### src/design/line_imager_map.vh
// constants for the line imager acquisition and read-out sequencer
// assumes a 25 MHz system clock standing in for the internal oscillator
`ifndef LINE_IMAGER_MAP_VH
`define LINE_IMAGER_MAP_VH

// --------------------------------------------------------------
// phase timing, in oscillator cycles; preload count in read clocks
// --------------------------------------------------------------
`define FLUSH_CYCLES 6'd32
`define SHIFT_CYCLES 6'd26
`define SAMPLING_CYCLES 6'd37
`define START_PULSE_CYCLES 6'd3
`define PRELOAD_CLOCKS 2'd3

// --------------------------------------------------------------
// output hold period
// --------------------------------------------------------------
`define HOLD_TIME_US 50
`define CLOCK_MHZ 25
`define HOLD_CYCLES (`HOLD_TIME_US * `CLOCK_MHZ)

// --------------------------------------------------------------
// frame store layout
// --------------------------------------------------------------
`define SLOT_COUNT 3'd4
`define LONE_FRAME_SLOTS 3'd3

`endif

### src/design/pixel_fifo.v
// small first-in first-out buffer for pixel words on the video path
// assumes one clock; write and read handshakes are valid and ready
`timescale 1ns/1ns

module pixel_fifo #(
  parameter WIDTH = 8,
  parameter DEPTH = 16,
  parameter AW = 4
) (
  input wire clock,
  input wire rst,
  input wire flush,
  input wire in_valid,
  output wire in_ready,
  input wire [WIDTH-1:0] in_data,
  output reg out_valid,
  input wire out_ready,
  output reg [WIDTH-1:0] out_data
);

  reg [WIDTH-1:0] mem [0:DEPTH-1];
  reg [AW:0] wr_ptr;
  reg [AW:0] rd_ptr;
  wire [AW:0] used;
  wire empty;
  wire take;
  wire put;

  // --------------------------------------------------------------
  // pointer arithmetic
  // --------------------------------------------------------------
  assign used = wr_ptr - rd_ptr;
  assign empty = (used == {(AW+1){1'b0}});
  assign in_ready = (used != DEPTH[AW:0] + {(AW+1){1'b0}}) && !(used[AW]);
  assign take = !empty && (!out_valid || out_ready);
  assign put = in_valid && in_ready;

  // write side
  always @(posedge clock) begin
    if (put) begin
      mem[wr_ptr[AW-1:0]] <= in_data;
    end
  end

  // pointers and registered read port
  always @(posedge clock) begin
    if (rst || flush) begin
      wr_ptr <= {(AW+1){1'b0}};
      rd_ptr <= {(AW+1){1'b0}};
      out_valid <= 1'b0;
      out_data <= {WIDTH{1'b0}};
    end else begin
      if (put) begin
        wr_ptr <= wr_ptr + 1'b1;
      end
      if (take) begin
        out_data <= mem[rd_ptr[AW-1:0]];
        rd_ptr <= rd_ptr + 1'b1;
        out_valid <= 1'b1;
      end else if (out_ready) begin
        out_valid <= 1'b0;
      end
    end
  end

endmodule

### src/design/frame_slots.v
// four-slot frame store; each slot keeps one frame's pixel words
// assumes the sequencer writes only while capturing and reads one pixel a step
`timescale 1ns/1ns

module frame_slots #(
  parameter WIDTH = 8,
  parameter PIXELS = 16,
  parameter PW = 4
) (
  input wire clock,
  input wire wr_en,
  input wire [1:0] wr_slot,
  input wire [PW-1:0] wr_pixel,
  input wire [WIDTH-1:0] wr_data,
  input wire [1:0] rd_slot,
  input wire [PW-1:0] rd_pixel,
  output reg [WIDTH-1:0] rd_data
);

  reg [WIDTH-1:0] mem [0:4*PIXELS-1];

  // registered read, write-first ignored on collision
  always @(posedge clock) begin
    if (wr_en) begin
      mem[{wr_slot, wr_pixel}] <= wr_data;
    end
    rd_data <= mem[{rd_slot, rd_pixel}];
  end

endmodule

### src/design/line_imager_acq_readout_seq.v
// acquisition and read-out sequencer of a line imager
// assumes all control pins are asynchronous; the pixel strobe is slow against the clock
`timescale 1ns/1ns
`include "line_imager_map.vh"

module line_imager_acq_readout_seq #(
  parameter WIDTH = 8,
  parameter PIXELS = 16,
  parameter PW = 4,
  parameter HOLD_CYCLES = `HOLD_CYCLES
) (
  input wire clock,
  input wire rst,
  input wire exposure_gate,
  input wire pixel_flush_request,
  input wire stored_frames_erase,
  input wire pixel_strobe,
  input wire [WIDTH-1:0] light_level,
  output reg frame_available,
  output reg last_pixel_flag,
  output reg [WIDTH-1:0] video_p,
  output reg [WIDTH-1:0] video_n,
  output reg video_valid,
  output reg exposing
);

  // ----------------------------------------------------------------
  // acquisition states
  // ----------------------------------------------------------------
  localparam A_IDLE = 2'd0;
  localparam A_FLUSH = 2'd1;
  localparam A_EXPOSE = 2'd2;
  localparam A_SHIFT = 2'd3;
  // read-out states
  localparam R_IDLE = 2'd0;
  localparam R_SAMPLE = 2'd1;
  localparam R_CLOCK = 2'd2;
  localparam R_HOLD = 2'd3;

  // ----------------------------------------------------------------
  // synchronisers and edges
  // ----------------------------------------------------------------
  reg [1:0] gate_s;
  reg [1:0] flushreq_s;
  reg [1:0] erase_s;
  reg [1:0] strobe_s;
  reg gate_d;
  reg flushreq_d;
  reg erase_d;
  reg strobe_d;
  wire gate_rise;
  wire gate_fall;
  wire flushreq_rise;
  wire erase_rise;
  wire strobe_rise;
  wire strobe_fall;

  always @(posedge clock) begin
    if (rst) begin
      gate_s <= 2'b00;
      flushreq_s <= 2'b00;
      erase_s <= 2'b00;
      strobe_s <= 2'b00;
      gate_d <= 1'b0;
      flushreq_d <= 1'b0;
      erase_d <= 1'b0;
      strobe_d <= 1'b0;
    end else begin
      gate_s <= {gate_s[0], exposure_gate};
      flushreq_s <= {flushreq_s[0], pixel_flush_request};
      erase_s <= {erase_s[0], stored_frames_erase};
      strobe_s <= {strobe_s[0], pixel_strobe};
      gate_d <= gate_s[1];
      flushreq_d <= flushreq_s[1];
      erase_d <= erase_s[1];
      strobe_d <= strobe_s[1];
    end
  end

  assign gate_rise = gate_s[1] && !gate_d;
  assign gate_fall = !gate_s[1] && gate_d;
  assign flushreq_rise = flushreq_s[1] && !flushreq_d;
  assign erase_rise = erase_s[1] && !erase_d;
  assign strobe_rise = strobe_s[1] && !strobe_d;
  assign strobe_fall = !strobe_s[1] && strobe_d;

  // ----------------------------------------------------------------
  // state
  // ----------------------------------------------------------------
  reg [1:0] acq;
  reg [5:0] acq_cnt;
  reg [5:0] req_block;
  reg [2:0] stored;
  reg [1:0] head;
  reg [2:0] slots_used;
  reg [PW-1:0] cap_pix;
  reg capture_done;
  reg [1:0] rd;
  reg [5:0] hi_cnt;
  reg [5:0] smp_cnt;
  reg [1:0] pre_cnt;
  reg [PW:0] rd_pix;
  reg [10:0] hold_cnt;
  reg [1:0] rd_slot;
  reg first_clock;
  reg frames_left;
  wire [1:0] tail;
  wire shift_busy;
  wire store_full;
  wire start_pulse;
  wire [WIDTH-1:0] slot_data;
  wire fifo_in_ready;
  wire fifo_out_valid;
  wire [WIDTH-1:0] fifo_out_data;
  reg fifo_in_valid;

  assign tail = head + stored[1:0];
  assign shift_busy = (acq == A_SHIFT);
  assign store_full = (stored == `SLOT_COUNT);
  // a start-width high pulse is a start pulse; while clocking it must exceed eight cycles
  assign start_pulse = strobe_fall && (hi_cnt >= `START_PULSE_CYCLES) && (rd != R_CLOCK || hi_cnt > 6'd8);

  // strobe high-time counter to tell start pulses from clocks
  always @(posedge clock) begin
    if (rst || strobe_rise) begin
      hi_cnt <= 6'd0;
    end else if (strobe_s[1] && hi_cnt != 6'd63) begin
      hi_cnt <= hi_cnt + 6'd1;
    end
  end

  // ----------------------------------------------------------------
  // acquisition sequencer
  // ----------------------------------------------------------------
  always @(posedge clock) begin
    if (rst) begin
      acq <= A_IDLE;
      acq_cnt <= 6'd0;
      req_block <= 6'd0;
      cap_pix <= {PW{1'b0}};
      capture_done <= 1'b0;
      exposing <= 1'b0;
      slots_used <= 3'd0;
    end else begin
      capture_done <= 1'b0;
      if (req_block != 6'd0) begin
        req_block <= req_block - 6'd1;
      end
      case (acq)
        A_IDLE: begin
          // flush request only honoured outside exposure and transfer
          if (flushreq_rise && !gate_s[1]) begin
            // block gates for the flush period
            req_block <= `FLUSH_CYCLES;
          end
          if (gate_rise && !store_full && req_block == 6'd0 && !flushreq_rise) begin
            acq <= A_FLUSH;
            acq_cnt <= `FLUSH_CYCLES;
          end
        end
        A_FLUSH: begin
          acq_cnt <= acq_cnt - 6'd1;
          if (acq_cnt == 6'd1) begin
            acq <= gate_s[1] ? A_EXPOSE : A_SHIFT;
            acq_cnt <= `SHIFT_CYCLES;
            exposing <= gate_s[1];
          end
        end
        A_EXPOSE: begin
          // collect while gate high, transfer on fall
          if (gate_fall) begin
            exposing <= 1'b0;
            acq <= A_SHIFT;
            acq_cnt <= `SHIFT_CYCLES;
            cap_pix <= {PW{1'b0}};
          end
        end
        A_SHIFT: begin
          cap_pix <= cap_pix + 1'b1;
          acq_cnt <= acq_cnt - 6'd1;
          if (acq_cnt == 6'd1) begin
            acq <= A_IDLE;
            capture_done <= 1'b1;
            // lone frame three slots, compacted when more follow
            slots_used <= (stored == 3'd0) ? `LONE_FRAME_SLOTS : stored + 3'd1;
          end
        end
        default: acq <= A_IDLE;
      endcase
      // erase clears pixel array unless a transfer runs
      if (erase_rise && !shift_busy) begin
        // abort to idle so a new acquisition may start at once
        if (acq != A_IDLE && !gate_rise) begin
          acq <= A_IDLE;
          exposing <= 1'b0;
        end
        slots_used <= 3'd0;
      end
    end
  end

  // ----------------------------------------------------------------
  // frame store bookkeeping
  // ----------------------------------------------------------------
  always @(posedge clock) begin
    if (rst) begin
      stored <= 3'd0;
      head <= 2'd0;
    end else if (erase_rise && !shift_busy) begin
      stored <= 3'd0;
      head <= 2'd0;
    end else begin
      // frames leave oldest first
      // every accepted start pulse pops a frame, restarts in mid-read included
      if (start_pulse && rd != R_SAMPLE && stored != 3'd0) begin
        head <= head + 2'd1;
        stored <= stored - 3'd1 + {2'b00, capture_done};
      end else if (capture_done) begin
        stored <= stored + 3'd1;
      end
    end
  end

  // ----------------------------------------------------------------
  // read-out sequencer
  // ----------------------------------------------------------------
  always @(posedge clock) begin
    if (rst) begin
      rd <= R_IDLE;
      smp_cnt <= 6'd0;
      pre_cnt <= 2'd0;
      rd_pix <= {(PW+1){1'b0}};
      hold_cnt <= 11'd0;
      rd_slot <= 2'd0;
      first_clock <= 1'b0;
      frames_left <= 1'b0;
      last_pixel_flag <= 1'b0;
      fifo_in_valid <= 1'b0;
    end else begin
      fifo_in_valid <= 1'b0;
      if (start_pulse && rd != R_SAMPLE) begin
        if (stored != 3'd0) begin
          rd <= R_SAMPLE;
          smp_cnt <= `SAMPLING_CYCLES;
          rd_slot <= head;
          frames_left <= (stored > 3'd1);
          pre_cnt <= 2'd0;
          rd_pix <= {(PW+1){1'b0}};
          first_clock <= 1'b1;
        end else if (rd == R_HOLD) begin
          // a start pulse ends the hold
          rd <= R_IDLE;
        end
        last_pixel_flag <= 1'b0;
      end else begin
        case (rd)
          R_SAMPLE: begin
            smp_cnt <= smp_cnt - 6'd1;
            if (smp_cnt == 6'd1) begin
              rd <= R_CLOCK;
            end
          end
          R_CLOCK: begin
            if (strobe_rise) begin
              first_clock <= 1'b0;
              if (pre_cnt != `PRELOAD_CLOCKS) begin
                pre_cnt <= pre_cnt + 2'd1;
              end else begin
                fifo_in_valid <= fifo_in_ready;
                rd_pix <= rd_pix + 1'b1;
                if (rd_pix == PIXELS - 1) begin
                  last_pixel_flag <= 1'b1;
                  rd <= R_HOLD;
                  hold_cnt <= HOLD_CYCLES[10:0];
                end
              end
            end
          end
          R_HOLD: begin
            // drop on the next strobe edge
            if (strobe_rise) begin
              last_pixel_flag <= 1'b0;
            end
            hold_cnt <= hold_cnt - 11'd1;
            if (hold_cnt == 11'd1) begin
              rd <= R_IDLE;
            end
          end
          default: begin
            // flag still drops on a strobe edge after the hold ran out
            if (strobe_rise) begin
              last_pixel_flag <= 1'b0;
            end
            rd <= R_IDLE;
          end
        endcase
      end
    end
  end

  // frame-available output
  always @(posedge clock) begin
    if (rst) begin
      frame_available <= 1'b0;
    end else if (erase_rise && !shift_busy) begin
      frame_available <= 1'b0;
    end else if (rd == R_CLOCK && first_clock && strobe_rise && !frames_left && stored == 3'd0) begin
      // last frame leaves on the first clock
      frame_available <= 1'b0;
    end else if (capture_done) begin
      frame_available <= 1'b1;
    end else if (stored != 3'd0) begin
      frame_available <= 1'b1;
    end
  end

  // ----------------------------------------------------------------
  // storage and video path
  // ----------------------------------------------------------------
  frame_slots #(.WIDTH(WIDTH), .PIXELS(PIXELS), .PW(PW)) store (
    .clock(clock),
    .wr_en(shift_busy),
    .wr_slot(tail),
    .wr_pixel(cap_pix),
    .wr_data(light_level),
    .rd_slot(rd_slot),
    .rd_pixel(rd_pix[PW-1:0]),
    .rd_data(slot_data)
  );

  pixel_fifo #(.WIDTH(WIDTH), .DEPTH(16), .AW(4)) video_fifo (
    .clock(clock),
    .rst(rst),
    .flush(start_pulse),
    .in_valid(fifo_in_valid),
    .in_ready(fifo_in_ready),
    .in_data(slot_data),
    .out_valid(fifo_out_valid),
    .out_ready(1'b1),
    .out_data(fifo_out_data)
  );

  // video held between pixels, so hold period needs no extra logic
  always @(posedge clock) begin
    if (rst) begin
      video_p <= {WIDTH{1'b0}};
      video_n <= {WIDTH{1'b0}};
      video_valid <= 1'b0;
    end else begin
      video_valid <= fifo_out_valid;
      if (fifo_out_valid) begin
        video_p <= fifo_out_data;
        video_n <= ~fifo_out_data;
      end
    end
  end

endmodule

### config.mk
export PLATFORM = sky130hd
export DESIGN_NAME = line_imager_acq_readout_seq
export DESIGN_NICKNAME = d
export VERILOG_FILES = /design/src/design/pixel_fifo.v /design/src/design/frame_slots.v /design/src/design/line_imager_acq_readout_seq.v
export VERILOG_INCLUDE_DIRS = /design/src /design/src/design
export SDC_FILE = /design/constraint.sdc
export NUM_CORES = 1
export LEC_CHECK = 0
export BUFFER_PORTS_ARGS = -buffer_cell sky130_fd_sc_hd__buf_2
export CAP_MARGIN = 20
export CORE_ASPECT_RATIO = 1.2
export CORE_UTILIZATION = 47
export CTS_CLUSTER_DIAMETER = 100
export DETAILED_ROUTE_END_ITERATION = 10
export PLACE_DENSITY_LB_ADDON = 0.12
export SYNTH_ARGS = -nofsm -noshare
export SYNTH_HDL_FRONTEND = slang
export SYNTH_SLANG_ARGS = --single-unit
### constraint.sdc
create_clock -name clock -period 4.6 [get_ports clock]
set_input_delay 0.92 -clock clock [delete_from_list [all_inputs] [get_ports clock]]
set_output_delay 0.92 -clock clock [all_outputs]
set_load 0.05 [all_outputs]
# Word-level counts from Yosys, hierarchy flattened
# Memory sizes are Yosys's and may differ from the RTL's. A register that Yosys moved wholly into a read port is not among the register bits.
# Index checks and enable logic that the tools add are counted.
[op_classes]
bitwise = 6
n_lt_le_gt_ge = 3
reduce_logical = 69
eq_ne = 29
addsub = 16
mux = 65
[ops]
columns = ["op", "n"]
rows = [
  ["$mux 6", 9],
  ["$mux 2", 19],
  ["$mux 11", 3],
  ["$mux 5", 5],
  ["$pmux 6 s4", 1],
  ["$logic_and 1x1->1", 23],
  ["$pmux 11 s2", 1],
  ["$mux 1", 19],
  ["$ne 2x2->1 const B", 9],
  ["$reduce_bool 2->1", 9],
  ["$sub 6x1->6 const B", 3],
  ["$add 5x1->5 const B", 3],
  ["$logic_not 1->1", 13],
  ["$eq 6x1->1 const B", 2],
  ["$ne 3x3->1 const B", 4],
  ["$reduce_and 4->1", 3],
  ["$eq 11x1->1 const B", 1],
  ["$sub 11x1->11 const B", 1],
  ["$eq 2x2->1 const B", 4],
  ["$not 8->8", 1],
  ["$pmux 2 s4", 1],
  ["$pmux 4 s2", 1],
  ["$reduce_and 2->1", 4],
  ["$add 6x1->6 const B", 1],
  ["other kinds (35)", 48],
]
[totals]
mem_count = 2
output_inout_bits = 20
regBits = 104
word_cells = 224
ram_bits = 640
[memory_table]
columns = ["name", "depth", "width", "rd", "rd_clocked_by_memory_dff", "wr", "line_no", "source"]
rows = [
  ["store.mem", 64, 8, 1, 1, 1, "frame_slots.v:20", "reg [WIDTH-1:0] mem [0:4*PIXELS-1];"],
  ["video_fifo.mem", 16, 8, 1, 1, 1, "pixel_fifo.v:21", "reg [WIDTH-1:0] mem [0:DEPTH-1];"],
]

# Depth between registers and ports, before layout
# Gate-level depths: netlist of run 1.
[logic_depth]
ltp_word = 9
ltp_mapped = 11

# Hierarchy
# Synthesis of run 1 repeated with hierarchy kept, for this count alone.
[unflattened]
hier_cells = 1815
area_unflattened_um2 = 30595.6
[modules_own_cells]
columns = ["mod", "area_per_inst_um2", "seq_area_each_um2", "instances", "cells_each"]
rows = [
  ["frame_slots", 20190.6, 15534.9, 1, 972],
  ["pixel_fifo", 5868.1, 4224.1, 1, 325],
  ["line_imager_acq_readout_seq", 4536.9, 1861.8, 1, 518],
]

# Least setup slack after synthesis of run 1
# No wires, ideal clock.
[synth_path]
kind = "reg-to-reg"
start = "register video_fifo.rd_ptr[1]"
end = "memory video_fifo.mem[0][0] (enable)"
path_stages_with_launch = 12
path_slack_ps = 1501
synth_period_minus_slack_ps = 3099
t_arrival_ps = 2768
setup_time_ps = 332
n_path_buf = 4
path_cell_list = "dfxtp_1 clkbuf_1 buf_1 inv_1 ha_1 nor2b_1 o211ai_1 a21o_1 and3_1 clkbuf_1 clkbuf_1 and3_1"
[synth_between]
elab_chain_cells = 6
word_cells_on_any_way = 7
classes_between = "add/sub (1); eq/ne (1); mux (2); reduce/logical (3)"
[synth_rtl]
columns = ["item", "line_no", "source"]
rows = [
  ["from (decl)", "pixel_fifo.v:23", "reg [AW:0] rd_ptr;"],
  ["from (signal assigned)", "pixel_fifo.v:49", "rd_ptr <= {(AW+1){1'b0}};"],
  ["from (signal assigned)", "pixel_fifo.v:58", "rd_ptr <= rd_ptr + 1'b1;"],
  ["$sub 5x5->5 (*)", "pixel_fifo.v:32", "assign used = wr_ptr - rd_ptr;"],
  ["$ne 5x5->1 or $logic_not 1->1 (tied branches)", "pixel_fifo.v:34", "assign in_ready = (used != DEPTH[AW:0] + {(AW+1){1'b0}}) && !(used[AW]);"],
  ["$logic_and 1x1->1 (*)", "pixel_fifo.v:34", ""],
  ["$logic_and 1x1->1 (*)", "pixel_fifo.v:36", "assign put = in_valid && in_ready;"],
  ["$mux 1 (*)", "pixel_fifo.v:40", "if (put) begin"],
  ["$mux 1 (not written as such) (*)", "pixel_fifo.v:41", "mem[wr_ptr[AW-1:0]] <= in_data;"],
  ["to (decl)", "pixel_fifo.v:21", ""],
]
# Mark *: on every way between the ends. The rest lies on a longest branch, timed or not.

# Worst setup path in the final report of run 1
[layout_path]
start = "register acq[1]"
end = "memory store.mem[19][0] (enable)"
[layout_between]
elab_chain_cells = 3
[layout_rtl]
columns = ["item", "line_no", "source"]
rows = [
  ["from (decl)", "line_imager_acq_readout_seq.v:90", "reg [1:0] acq;"],
  ["from (signal assigned)", "line_imager_acq_readout_seq.v:164", "acq <= gate_s[1] ? A_EXPOSE : A_SHIFT;"],
  ["$eq 2x2->1", "-", ""],
  ["$mux 1", "frame_slots.v:24", "if (wr_en) begin"],
  ["$mux 1 (not written as such)", "frame_slots.v:25", "mem[{wr_slot, wr_pixel}] <= wr_data;"],
  ["to (decl)", "frame_slots.v:20", ""],
]
# Every way passes these cells.

==> results.cfg, run 1 <==
[clock_network]
post_cts_buffers = 0
cts_hold_buf = 0
ctsResizeCount = 0
clk_path_buf_depth = 3
root_buffer = clkbuf_16
numCtsBuffers = 77
cts_tree = done
clock_sinks = 760
htreeDepth = 3
insertion_delay_ps = 630
clkTransAtPathRegs_ps = 60

[placed_design]
dpl_cell_area_sq_um = 31260
dp_hpwl_um = 43470
finalWeightedCongestion = 0.7892
portBuffers = 33

[drt]
routed_wl_um = 68620
vias_per_cell = 5.808
remaining_drc_errors = 9
firstDrtPassIters = 8
num_vias = 15790
drt-initial-drc-count = 1287
ant_nets = 0
wl_per_cell_um = 25.25

[min_path]
hold_class = register to register
worstHoldStart = erase_s[0]$_SDFF_PP0_
min_to = erase_s[1]$_SDFF_PP0_
hold_depth = 1

[timing]
fin_setup_tns_ps = 0
fmax_mhz = 315.8
setup_viol = 0
hold_viol_final = 0
fin_worst_skew_ps = 35.77
period_share = 0.6884
holdWs_ps = 449.5
report.final.slew_viol_count = 0
slew_headroom = 0.3160
fin_crit_ps = 3167
rsz0062_at_grt = false
tightestPinTransition_ps = 1026

[floorplan]
die_w_um = 233.5
num_rows = 101
die_area_sq_um = 65340
fp.dieH_um = 279.8
start_util = 0.4765
core-area_sq_um = 63440
io_pins = 34

[power_and_ir_drop]
switchingPower_uw = 3563
combPwrFrac = 0.087
switching_share = 0.2262
power_uw = 15750
max-vdd-ir-drop_mv = 0.2719
p_int_uw = 12190
pwr-share-seq = 0.487
pwr-share-clk = 0.426
power.leakage_uw = 0.01083
powerDensity_nw_per_um2 = 463.5

[logic_synthesis]
syn-num-nets = 1821
synth.distinct_cells = 66
yosysSeqAreaShare = 0.7152
synth.area.top_cells = edfxtp_1, mux4_2, dfxtp_1, mux2i_1, nor2_1
synthFlopType = edfxtp_1
syn_inst = 1771
ys_warn_count = 0
synth_area_leader_cell = edfxtp_1
synthArstFlopShare = 0
synth-edff-count = 640
netlist_area_sq_um = 30230
syn_avg_cell_area_sq_um = 17.07
synth_seq_cells = 760
post-synth-top-area-fraction = 0.6358

[setup_path]
r2r_end = store.mem[19][0]$_DFFE_PP_
rrSetupSlack_ps = 1430
critPathMaxFanout = 18
start_kind = register
worstSetupEndpointType = register
ff2ff_path_depth = 4
cp.arrival_ps = 3420
r2r-start = acq[1]$_SDFF_PP0_
required_ps = 4850
worst-setup-path-type = register to register

[cells_and_area]
syn_to_final_growth_pct = 12.43
nNetsFinal = 1880
fin_area_sq_um = 33990
mostFrequentLayoutCells = edfxtp_1, nor2_1, mux4_2, dfxtp_1, clkbuf_16
final_common_cell = edfxtp_1
utilization = 0.5358
drive_gt1_frac = 0.1753
insertedDiodeCount = 0

[run_status]
violations = design-rule violations
status = complete, but fails checks

[global_routing]
grt_pass1_vias = 16300
gr-total-overflow = 0
grt_usage = 0.2157
grt_pass1_wl_um = 103700
grt_max_degree = 81
grt_antenna_before_repair = 0

[flow_run]
drv_cap = 0
[metal layers]
layer,up-vias,GRT usage,wire (um)
met4,0,0.07909,1897
met5,-,0,0
met3,104,0.02952,3139
li1,7127,-,-
met1,8171,0.2805,28320
met2,383,0.3686,35260
[worst max-delay path, stage by stage (launching register included)]
cell	delay (ps)
dfxtp_1	380
ha_1	620
nor2b_1	310
nand3_1	660
nor2_1	830
[power groups by stage]
stage | sequential, uW | clock, uW | combinational [uW]
2_1_floorplan | 7920 | 0 | 891
3_3_place_gp | 7810 | 0 | 1370
3_5_place_dp | 7820 | 0 | 1390
4_1_cts | 7670 | 6850 | 1390
5_1_grt | 7690 | 7120 | 1500
6_report | 7670 | 6700 | 1380
[layout make-up]
cell class | instances | area, sq um
clock buffer | 97 | 2107
clock inverter | 46 | 616.8
fill | 5083 | 29450
inverter | 32 | 120.1
multi-input combinational | 895 | 8046
sequential | 760 | 21630
tap | 824 | 1031
timing repair buffer | 64 | 435.4
[per-stage QoR]
stage,instances,setup slack (ps)
floorplan,1771,1501
global placement,2575,1552
detailed placement,2575,1448
CTS,2718,1416
global route,2718,1289
finish,2718,1433
[kinds of logic after synthesis]
family / share of synthesized area
DFF: 0.7152
buffers and inverters: 0.01858
AOI/OAI and AO/OA: 0.04752
and+or+nand+nor: 0.06238
adders and majority gates: 0.01490
xor gates and xnor gates: 0.009272
muxes: 0.1321
[how the worst max path moves through the flow]
stage | depth (start not counted) | slack [ps] | endpoint | from
after global placement | 4 | 1550 | store.mem[19][1]$_DFFE_PP_ | acq[1]$_SDFF_PP0_
after global routing | 4 | 1290 | store.mem[59][6]$_DFFE_PP_ | acq[1]$_SDFF_PP0_
after detailed placement | 4 | 1450 | store.mem[59][6]$_DFFE_PP_ | acq[1]$_SDFF_PP0_
final | 4 | 1430 | store.mem[19][0]$_DFFE_PP_ | acq[1]$_SDFF_PP0_
after floorplan | 11 | 1500 | video_fifo.mem[0][0]$_DFFE_PP_ | video_fifo.rd_ptr[1]$_SDFFE_PP0P_
after CTS | 4 | 1420 | store.mem[19][3]$_DFFE_PP_ | acq[1]$_SDFF_PP0_
[flip-flops by register name, summed over array words and instances, names as in the netlist, 3 cells and up]
name and cells:
acq_cnt 6, cap_pix 4, hi_cnt 6, hold_cnt 11, rd_pix 5, req_block 6, smp_cnt 6, store.mem 512
store.rd_data 8, stored 3, video_fifo.mem 128, video_fifo.out_data 8, video_fifo.rd_ptr 5, video_fifo.wr_ptr 5, video_n 8, video_p 8
[cell usage after synthesis (all sizes together), types with 4 or more instances]
cell       n
nand3b     7
nor3      27
nand3     22
and2       5
a221oi     5
inv       32
buf       46
a31oi      7
o21ai     23
edfxtp   640
or3        6
mux2i     72
a211oi    26
nor3b      5
a311oi     6
nand4      9
o211ai     4
nand2     73
a21oi     53
dfxtp    120
clkbuf    38
a2111oi    5
nor2     161
mux4     144
nor2b     33
nand2b    14
o22ai     18
ha        36
a22oi     37
xnor2     17
xor2      15
or2        4
and3      23
(Power assumes the default switching activity.)
==> run 2: changes to the inputs <==
--- a/config.mk
+++ b/config.mk
@@ -6,6 +6,7 @@
 export SDC_FILE = /design/constraint.sdc
 export NUM_CORES = 1
 export LEC_CHECK = 0
+export ABC_AREA = 1
 export BUFFER_PORTS_ARGS = -buffer_cell sky130_fd_sc_hd__buf_2
 export CAP_MARGIN = 20
 export CORE_ASPECT_RATIO = 1.2
==> constraint.sdc (replaced) <==
create_clock -name clock -period 3 [get_ports clock]
set_input_delay 0.6 -clock clock [delete_from_list [all_inputs] [get_ports clock]]
set_output_delay 0.6 -clock clock [all_outputs]
set_load 0.05 [all_outputs]
==> run 2 against run 1 <==
Compared with the run above: the flow now finishes without violations; sequential power increased by 55%; cell area increased by 3.7%; power rose by 56%; first-iteration DRC count up 63%; sequential cell count stayed put; cell count is 36% higher; register-to-register slack lost 1300 ps; critical path depth is 9 higher; sequential share of layout area fell by 2.3 points; highest routed layer unchanged.
==> results.cfg, run 2 <==
[run_status]
status = completed

[drt]
vias_per_cell = 5.699
num_vias = 21130
drt-initial-drc-count = 2100
wl_per_cell_um = 22.41
routed_wl_um = 83090
remaining_drc_errors = 0
ant_nets = 0
firstDrtPassIters = 6

[logic_synthesis]
synth_seq_cells = 760
synthFlopType = edfxtp_1
synth.distinct_cells = 53
synthArstFlopShare = 0
yosysSeqAreaShare = 0.6965
syn_avg_cell_area_sq_um = 11.48
syn_inst = 2703
netlist_top_cells_count = edfxtp_1, nor2_1, o21ai_0, nand2_1, nand3_1
syn-num-nets = 2753
synth-edff-count = 640
post-synth-top-area-fraction = 0.6191
synth_most_common_cell = edfxtp_1
synth.area.top_cells = edfxtp_1, dfxtp_1, nor2_1, o21ai_0, nand2_1
netlist_area_sq_um = 31040
synth_area_leader_cell = edfxtp_1
ys_warn_count = 0

[cells_and_area]
syn_to_final_growth_pct = 13.55
fillers = 5572
largest_reg_flops = 512
final_common_cell = edfxtp_1
top_register = store.mem
drive_gt1_frac = 0.1127
largestRegisters = store.mem: 512 flops, video_fifo.mem: 128 flops, hold_cnt: 11 flops
insertedDiodeCount = 0
utilization = 0.5426
nNetsFinal = 2862
mostFrequentLayoutCells = edfxtp_1, nor2_1, o21ai_0, nand2_1, nand3_1

[power_and_ir_drop]
p_int_uw = 18140
max-vdd-ir-drop_mv = 0.4787
switchingPower_uw = 6378
combPwrFrac = 0.128
pwr-share-clk = 0.388
pwr-share-seq = 0.484
powerDensity_nw_per_um2 = 695.6
power.leakage_uw = 0.01233
switching_share = 0.2601

[floorplan]
io_pins = 34
start_util = 0.4778
num_rows = 102
core-area_sq_um = 64960
die_w_um = 236.6
fp.dieH_um = 283.5
die_area_sq_um = 67080

[placed_design]
portBuffers = 33
finalWeightedCongestion = 0.9444
dp_hpwl_um = 52350

[clock_network]
post_cts_buffers = 0
cts_tree = done
htreeDepth = 3
root_buffer = clkbuf_16
numCtsBuffers = 78
clk_path_buf_depth = 3
clock_sinks = 760
cts_hold_buf = 0
insertion_delay_ps = 630
clkTransAtPathRegs_ps = 60
ctsResizeCount = 0

[setup_path]
worst-setup-path-type = register to register
start_kind = register
rrSetupSlack_ps = 180
cp.arrival_ps = 3080
required_ps = 3250
critPathMaxFanout = 9
worstSetupEndpointType = register

[global_routing]
grt_pass1_wl_um = 125700
grt_pass1_vias = 20950
grt_antenna_before_repair = 0
grt_usage = 0.2486
grt_max_degree = 83
gr-total-overflow = 0

[timing]
holdWs_ps = 180.4
fmax_mhz = 354.1
slew_headroom = 0.3304
rsz0062_at_grt = true
period_share = 0.9413
setup_viol = 0
report.final.slew_viol_count = 0
tightestPinTransition_ps = 1003
hold_viol_final = 0
fin_worst_skew_ps = 25.02
fin_crit_ps = 2824

[flow_run]
drv_cap = 0

[min_path]
hold_class = input port to register
==> run 2: cell count changes after synthesis, sizes merged, moves of 37 or more <==
cell    previous run  this run
o22ai             18        64
nand2             73       283
inv               32       110
mux4             144         0
o211ai             4        63
a22oi             37         0
nand3             22       132
mux2i             72         0
nor2             161       550
o21ai             23       357
==> run 2: logic make-up (layout without fill, tap and decap cells) <==
| kind of cell | Yosys count | in the layout | share of synthesized area |
|---|---|---|---|
| simple gates | 1021 | 1021 | 0.1347 |
| flops | 760 | 760 | 0.6965 |
| compound gates | 606 | 606 | 0.1099 |
| buf+inv | 257 | 429 | 0.03761 |
| fa+ha+maj | 36 | 36 | 0.01451 |
| xor+xnor | 23 | 23 | 0.006731 |
==> run 2: per-layer routing <==
layer	wire, um	track usage	up-vias
met1	33240	0.3058	10400
met4	3561	0.1188	0
met3	4510	0.03677	161
met2	41780	0.4288	703
met5	0	0	-
li1	-	-	9861
==> run 2: power by group through the flow <==
stage	Sequential (uW)	Combinational (uW)	Clock, uW
after global placement	12100	3060	0
final	11900	3130	9510
after global routing	11900	3470	10100
after floorplan	12300	1990	0
after detailed placement	12100	3100	0
after CTS	11900	3120	9680
==> run 2: path summary, 6_finish.rpt <==
kind,start,end,cells after the start
hold reg to reg,flushreq_s[0]$_SDFF_PP0_,flushreq_s[1]$_SDFF_PP0_,2
setup / recovery,video_fifo.wr_ptr[0]$_SDFFE_PP0P_,video_fifo.mem[5][6]$_DFFE_PP_,13
hold / removal,pixel_flush_request,flushreq_s[0]$_SDFF_PP0_,3
setup reg to reg,video_fifo.wr_ptr[0]$_SDFFE_PP0P_,video_fifo.mem[5][6]$_DFFE_PP_,13
==> run 2: area by class of cell <==
cell class	count	area, sq um	area share
Clock buffer	108	2207	0.06262
Clock inverter	35	281.5	0.007987
Inverter	116	440.4	0.01250
Multi-Input combinational cell	1686	8265	0.2345
Sequential cell	760	21630	0.6137
Tap cell	832	1041	0.02953
Timing Repair Buffer	170	1381	0.03919
==> run 2: critical path, cell delays in order (launching register included) <==
cell,delay [ps]
dfxtp_1,420
inv_1,120
ha_1,200
o21bai_2,160
nand2_2,90
nand2_2,90
nand2_1,70
nand2_1,60
nand2_1,80
nand2_4,100
nand2_2,120
inv_2,170
nand2_1,230
nor2_1,540
==> run 2: per-stage QoR <==
step / setup WS, ps / total power [uW] / cell area, sq um / std cells / setup TNS, ps
floorplan: 374.6 / 14250 / 31040 / 2703 / 0
detailed placement: 227.6 / 15200 / 32750 / 3564 / 0
finish: 176.0 / 24520 / 35250 / 3707 / 0
CTS: 194.7 / 24680 / 35240 / 3707 / 0
global placement: 220.6 / 15150 / 32750 / 3564 / 0
global route: -59.06 / 25490 / 35250 / 3707 / -906.3
